===== src/bsns_consts.vh =====
/*
 constants for the borrow-subtract / nibble-exchange datapath.
 assumes the including file is plain verilog-2005 on one clock.
*/
// Operation
// RL1 - subtract-with-borrow gives operand minus working register minus the inverted carry, in two's complement.
// RL2 - destination-select 0 writes the result to the working register and leaves the operand register alone.
// RL3 - destination-select 1 writes the result back into the operand register.
// RL4 - access-select 0 addresses the operand in the fixed shared bank, ignoring the bank select register.
// RL5 - access-select 1 forms the operand address from the bank select register.
// RL6 - nibble exchange swaps the upper and lower four bits of the operand.
// RL7 - each instruction takes one cycle of four phases: decode, read, compute, write.
`ifndef BSNS_CONSTS_VH
`define BSNS_CONSTS_VH
`define BSNS_PH_DECODE  2'h0
`define BSNS_PH_READ    2'h1
`define BSNS_PH_COMPUTE 2'h2
`define BSNS_PH_WRITE   2'h3
`define BSNS_OP_SUBB    1'h0
`define BSNS_OP_SWAP    1'h1
`define BSNS_SHARED_BANK 4'h0
`define BSNS_WORKING_REGISTER_RST   8'h00
`define BSNS_NIB_HI     7:4
`define BSNS_NIB_LO     3:0
`define BSNS_NIB_W      4
`define BSNS_DATA_BITS  7:0
`define BSNS_CARRY_BIT  8
`define BSNS_PAD_BYTE   8'h00
`define BSNS_DATA_RST   8'h00
`define BSNS_ADDR_RST   12'h000
`endif


===== src/bsns_datapath.v =====
/*
 datapath executing subtract-with-borrow and nibble exchange on one data-memory operand.
 assumes a data memory with combinational read (mem_rdata follows mem_addr) and
 registered write on mem_we; start comes from logic on the same clock.
*/
`include "bsns_consts.vh"
module bsns_datapath (
  clock,
  rstn,
  start,
  op_sel,
  file_addr,
  dest_sel,
  access_sel,
  bank_select_register,
  carry_in,
  mem_rdata,
  mem_addr,
  mem_wdata,
  mem_we,
  working_register,
  borrow_out,
  busy,
  done
);
  input  wire        clock;
  input  wire        rstn;
  input  wire        start;
  input  wire        op_sel;
  input  wire [7:0]  file_addr;
  input  wire        dest_sel;
  input  wire        access_sel;
  input  wire [3:0]  bank_select_register;
  input  wire        carry_in;
  input  wire [7:0]  mem_rdata;
  output reg  [11:0] mem_addr;
  output reg  [7:0]  mem_wdata;
  output reg         mem_we;
  output reg  [7:0]  working_register;
  output reg         borrow_out;
  output reg         busy;
  output reg         done;

  // phase codes of the four-quarter instruction cycle
  localparam [1:0] PH_DECODE  = `BSNS_PH_DECODE;
  localparam [1:0] PH_READ    = `BSNS_PH_READ;
  localparam [1:0] PH_COMPUTE = `BSNS_PH_COMPUTE;
  localparam [1:0] PH_WRITE   = `BSNS_PH_WRITE;

  // sequencer phase, the fields captured when an instruction is taken, and the operand, result and carry registers
  reg  [1:0]  phase;
  reg  [1:0]  next_phase;
  reg         op;
  reg         dest;
  reg         cin;
  reg  [7:0]  operand;
  reg  [7:0]  result;
  reg         carry;

  // phase-flag and operand-address helpers
  reg         take;
  reg         in_write;
  reg  [11:0] next_addr;

  // arithmetic helpers
  reg  [8:0]  sum_f;
  reg  [8:0]  sum_w;
  reg  [8:0]  sum_c;
  reg  [8:0]  diff;
  wire [7:0]  swapped;
  reg  [7:0]  next_result;
  reg         next_carry;

  // index for the per-bit nibble exchange
  genvar g;

  // phase flags: an instruction is taken only in the decode quarter,
  // so a start that arrives while busy is simply not seen
  always @* begin
    take     = (phase == PH_DECODE) && start; // [RL7]
    in_write = (phase == PH_WRITE);
  end

  // operand address: the shared bank, or the bank select register
  always @* begin
    if (access_sel) begin
      next_addr = {bank_select_register, file_addr}; // [RL5]
    end else begin
      next_addr = {`BSNS_SHARED_BANK, file_addr}; // [RL4]
    end
  end

  // quarter order: decode, read, compute, write, then decode again
  always @* begin
    case (phase)
      PH_DECODE: begin
        if (take) begin
          next_phase = PH_READ; // [RL7]
        end else begin
          next_phase = PH_DECODE;
        end
      end
      PH_READ: begin
        next_phase = PH_COMPUTE; // [RL7]
      end
      PH_COMPUTE: begin
        next_phase = PH_WRITE; // [RL7]
      end
      PH_WRITE: begin
        next_phase = PH_DECODE; // [RL7]
      end
      default: begin
        next_phase = PH_DECODE;
      end
    endcase
  end

  // subtract with borrow: f - w - ~c worked as f + ~w + c in nine bits;
  // the ninth bit is the new carry, set when no borrow was needed
  always @* begin
    sum_f = {1'b0, operand};
    sum_w = {1'b0, ~working_register};
    sum_c = {`BSNS_PAD_BYTE, cin};
    diff  = sum_f + sum_w + sum_c; // [RL1]
  end

  // nibble exchange, one bit of each half per pass
  generate
    for (g = 0; g < `BSNS_NIB_W; g = g + 1) begin : g_swap
      assign swapped[g + `BSNS_NIB_W] = operand[g];               // [RL6]
      assign swapped[g]               = operand[g + `BSNS_NIB_W]; // [RL6]
    end
  endgenerate

  // result and new carry of the captured operation; the exchange
  // does not touch the carry, so it passes through unchanged
  always @* begin
    if (op == `BSNS_OP_SWAP) begin
      next_result = swapped; // [RL6]
      next_carry  = cin;
    end else begin
      next_result = diff[`BSNS_DATA_BITS]; // [RL1]
      next_carry  = diff[`BSNS_CARRY_BIT];
    end
  end

  // phase register
  always @(posedge clock or negedge rstn) begin
    if (!rstn) begin
      phase <= PH_DECODE;
    end else begin
      phase <= next_phase; // [RL7]
    end
  end

  // busy from the taking edge until the write quarter ends
  always @(posedge clock or negedge rstn) begin
    if (!rstn) begin
      busy <= 1'b0;
    end else if (take) begin
      busy <= 1'b1; // [RL7]
    end else if (in_write) begin
      busy <= 1'b0;
    end
  end

  // done pulses for one cycle as the write quarter ends
  always @(posedge clock or negedge rstn) begin
    if (!rstn) begin
      done <= 1'b0;
    end else begin
      done <= in_write; // [RL7]
    end
  end

  // instruction fields captured in the decode quarter; they are held
  // because the inputs may move on while the cycle runs
  always @(posedge clock or negedge rstn) begin
    if (!rstn) begin
      op   <= `BSNS_OP_SUBB;
      dest <= 1'b0;
      cin  <= 1'b0;
    end else if (take) begin
      op   <= op_sel;
      dest <= dest_sel;
      cin  <= carry_in;
    end
  end

  // operand address, held until the next instruction is taken
  always @(posedge clock or negedge rstn) begin
    if (!rstn) begin
      mem_addr <= `BSNS_ADDR_RST;
    end else if (take) begin
      mem_addr <= next_addr; // [RL4] [RL5]
    end
  end

  // second quarter: read the operand through the combinational memory port
  always @(posedge clock or negedge rstn) begin
    if (!rstn) begin
      operand <= `BSNS_DATA_RST;
    end else if (phase == PH_READ) begin
      operand <= mem_rdata; // [RL7]
    end
  end

  // third quarter: process the data
  always @(posedge clock or negedge rstn) begin
    if (!rstn) begin
      result <= `BSNS_DATA_RST;
      carry  <= 1'b0;
    end else if (phase == PH_COMPUTE) begin
      result <= next_result; // [RL1] [RL6]
      carry  <= next_carry;
    end
  end

  // fourth quarter, memory side: a one-cycle write strobe with the result
  always @(posedge clock or negedge rstn) begin
    if (!rstn) begin
      mem_wdata <= `BSNS_DATA_RST;
      mem_we    <= 1'b0;
    end else begin
      mem_we <= in_write && dest; // [RL3]
      if (in_write && dest) begin
        mem_wdata <= result; // [RL3]
      end
    end
  end

  // fourth quarter, register side: the working register takes the result
  // only when the destination is not memory, so one write never hits both
  always @(posedge clock or negedge rstn) begin
    if (!rstn) begin
      working_register <= `BSNS_WORKING_REGISTER_RST;
    end else if (in_write && !dest) begin
      working_register <= result; // [RL2]
    end
  end

  // new carry, published with the result
  always @(posedge clock or negedge rstn) begin
    if (!rstn) begin
      borrow_out <= 1'b0;
    end else if (in_write) begin
      borrow_out <= carry; // [RL1]
    end
  end
endmodule


===== config.mk =====
export PLATFORM = sky130hd
export DESIGN_NAME = bsns_datapath
export DESIGN_NICKNAME = d
export VERILOG_FILES = /design/src/bsns_datapath.v
export VERILOG_INCLUDE_DIRS = /design/src
export SDC_FILE = /design/constraint.sdc
export NUM_CORES = 1
export LEC_CHECK = 0
export BUFFER_PORTS_ARGS = -buffer_cell sky130_fd_sc_hd__buf_4
export CORE_MARGIN = 2
export CORE_UTILIZATION = 50
export CTS_BUF_LIST = sky130_fd_sc_hd__clkbuf_4
export DETAILED_ROUTE_END_ITERATION = 8
export PLACE_DENSITY_LB_ADDON = 0.1
export SYNTH_ARGS = -nofsm -noshare
export SYNTH_HDL_FRONTEND = slang
export SYNTH_SLANG_ARGS = --single-unit

===== constraint.sdc =====
create_clock -name clock -period 4.2 [get_ports clock]
set_input_delay 0.84 -clock clock [delete_from_list [all_inputs] [get_ports clock]]
set_output_delay 0.84 -clock clock [all_outputs]
set_load 0.05 [all_outputs]

==> flow_metrics.py <==
metrics = {
    "clock_tree": {
        "cts_setup_buffers": 0,
        "cts_hold_buffers": 0,
        "cts_buffers": 5,
        "clkSlewWorstSetupHoldPaths_ns": 0.14,
        "htree_levels": 2,
        "cts_tree": "built",
        "cts_buffer_depth": 2,
        "cts_sinks": 54,
        "clock_latency_ns": 0.37,
        "cts_root_buf": "clkbuf_4",
        "cts_resized": 0,
    },
    "floorplanning": {
        "die_x_um": 73.9,
        "start_util": 0.517,
        "row_count": 25,
        "die_h_um": 73.9,
        "die-area_sq_um": 5460,
        "core_sq_um": 4720,
        "pin_count": 59,
    },
    "timing": {
        "slew_headroom": 0.339,
        "tightest_slew_ns": 0.989,
        "finalSetupViolCount": 0,
        "finalHoldViolCount": 0,
        "min_period_ns": 2.16,
        "final_max_slew_viol_count": 0,
        "fin_crit_sh": 0.515,
        "fmax_ghz": 0.462,
        "tns_ns": 0,
        "rsz0062_at_grt": "no",
        "skew_ns": 0.00438,
    },
    "cells_and_area": {
        "layout.nets": 312,
        "layout_commonest_cell": "buf_4",
        "antennaDiodeCount": 0,
        "layout-drive-gt1-share": 0.352,
        "final_cell_mix": "58 x buf_4, 54 x dfrtp_1, 28 x mux2_2, 25 x nand2_1, 20 x o21ai_0",
        "syn_to_final_growth_pct": 22.2,
    },
    "yosys": {
        "async_flop_share": 1.00,
        "yosysWarnings": 0,
        "syn_area_per_cell_sq_um": 11.4,
        "synth-edff-count": 0,
        "syn_nets": 255,
        "ys.flop_type": "dfrtp_1",
        "synthCells": 215,
        "yosysSeqAreaShare": 0.554,
        "synthDistinctLibCells": 33,
        "syn-cell-area_sq_um": 2440,
        "synth-seq-cells": 54,
    },
    "setup_path": {
        "ff2ff_setup_slack_ns": 2.04,
        "cpPeakStageDelay_ns": 0.41,
        "startpoint_type": "register",
        "cp_max_fo": 3,
        "r2r_start": "cin",
        "worstPathRequired_ns": 4.46,
        "critPathKind": "reg2reg",
        "critPathLaunch": "cin",
        "crit_arrival_ns": 2.42,
        "crit_path_end_kind": "register",
        "crit_chain": "inv_1, fa_1, inv_1, fa_1, a21o_1, a221o_1, nand2_1, or3b_1",
        "slowest_stage": "dfrtp_1",
    },
    "global_route": {
        "grt_first_pass_wirelength_mm": 7.64,
        "grt_pass1_vias": 1577,
        "antenna_found_initial": 0,
        "grt_max_degree": 55,
        "overflow": 0,
        "grt.total_usage": 0.185,
    },
    "run_status": {
        "status": "complete, no violations",
    },
    "place": {
        "dp_hpwl_mm": 3.34,
        "gp_congestion": 0.776,
        "port_buffers": 58,
    },
    "routing": {
        "drtAntennaViolNets": 0,
        "wirelength_mm": 4.57,
        "drc": 0,
        "drt-initial-drc-count": 76,
        "wl_per_cell_um": 13.4,
        "vias": 1693,
        "dr.pass1.iters": 4,
        "vias_per_cell": 4.98,
    },
    "worst_hold_path": {
        "hold_class": "in2async",
    },
    "job": {
        "cap_viol_max_count": 0,
    },
}
worst max-delay path: cells and delay by family (launching register included):
family          cells  cell delay [ns]
simple gates        2             0.39
buf+inv             2             0.15
compound gates      2             0.53
fa+ha+maj           2             0.58
flops               1             0.41
path summary, 6_finish.rpt:
| check | end | depth (start not counted) |
|---|---|---|
| setup / recovery | result[6] | 8 |
| hold / removal | mem_wdata[6] | 1 |
| setup reg to reg | result[6] | 8 |
| hold reg to reg | working_register[6] | 2 |
| max in group asynchronous | working_register[6] | 1 |
| min in group clock | working_register[6] | 2 |
stage by stage:
stage	util	cells	area (sq um)	setup WS, ns	hold WS [ns]
2_1_floorplan	-	215	2440	1.86	0.450
3_3_place_gp	0.620	332	2930	2.10	0.464
3_5_place_dp	0.620	332	2930	2.05	0.478
4_1_cts	0.632	340	2980	2.03	0.508
5_1_grt	0.632	340	2980	1.90	0.535
6_report	0.632	340	2980	2.04	0.478
kinds of logic (layout without fill, tap and decap cells):
group,Yosys count,count (layout),synth area share
flops,54,54,0.554
simple gates,51,51,0.0994
compound gates,41,41,0.0953
mux,29,29,0.133
buf+inv,25,83,0.0384
fa+ha+maj,13,13,0.0728
xor+xnor,2,2,0.00718
cell usage after synthesis, types with 2 or more instances:
library cell | number | share of area
dfrtp_1 | 54 | 0.55
mux2_2 | 28 | 0.13
nand2_1 | 25 | 0.038
o21ai_0 | 20 | 0.041
inv_1 | 17 | 0.026
a21oi_1 | 11 | 0.023
ha_1 | 11 | 0.056
clkbuf_1 | 8 | 0.012
nor2_1 | 6 | 0.0092
and3_1 | 4 | 0.010
a21o_1 | 3 | 0.0092
nand3_1 | 3 | 0.0061
nor3_1 | 3 | 0.0061
fa_1 | 2 | 0.016
nor2b_1 | 2 | 0.0051
per-layer routing:
metal	vias up	global-route usage	wire [um]
met2	52	0.259	2050
met1	783	0.281	2210
met4	0	0.0566	63
li1	853	-	-
met3	5	0.0508	241
met5	-	0	0
final cells by class:
class,instances,area [sq um]
fill,406,1740
sequential,54,1350
multi-input combinational,136,996
timing repair buffer,58,435
tap,67,83.8
inverter,17,63.8
clock buffer,6,45.0
clock inverter,2,8.76
registers in the layout, summed over array words and instances, names as in the netlist:
name,flops
borrow_out,1
busy,1
carry,1
cin,1
dest,1
done,1
mem_addr,12
mem_wdata,8
mem_we,1
op,1
operand,8
phase,2
result,8
working_register,8
Power is not shown: default switching activity piles up to over one toggle a cycle in this logic, so the estimate is an artifact.
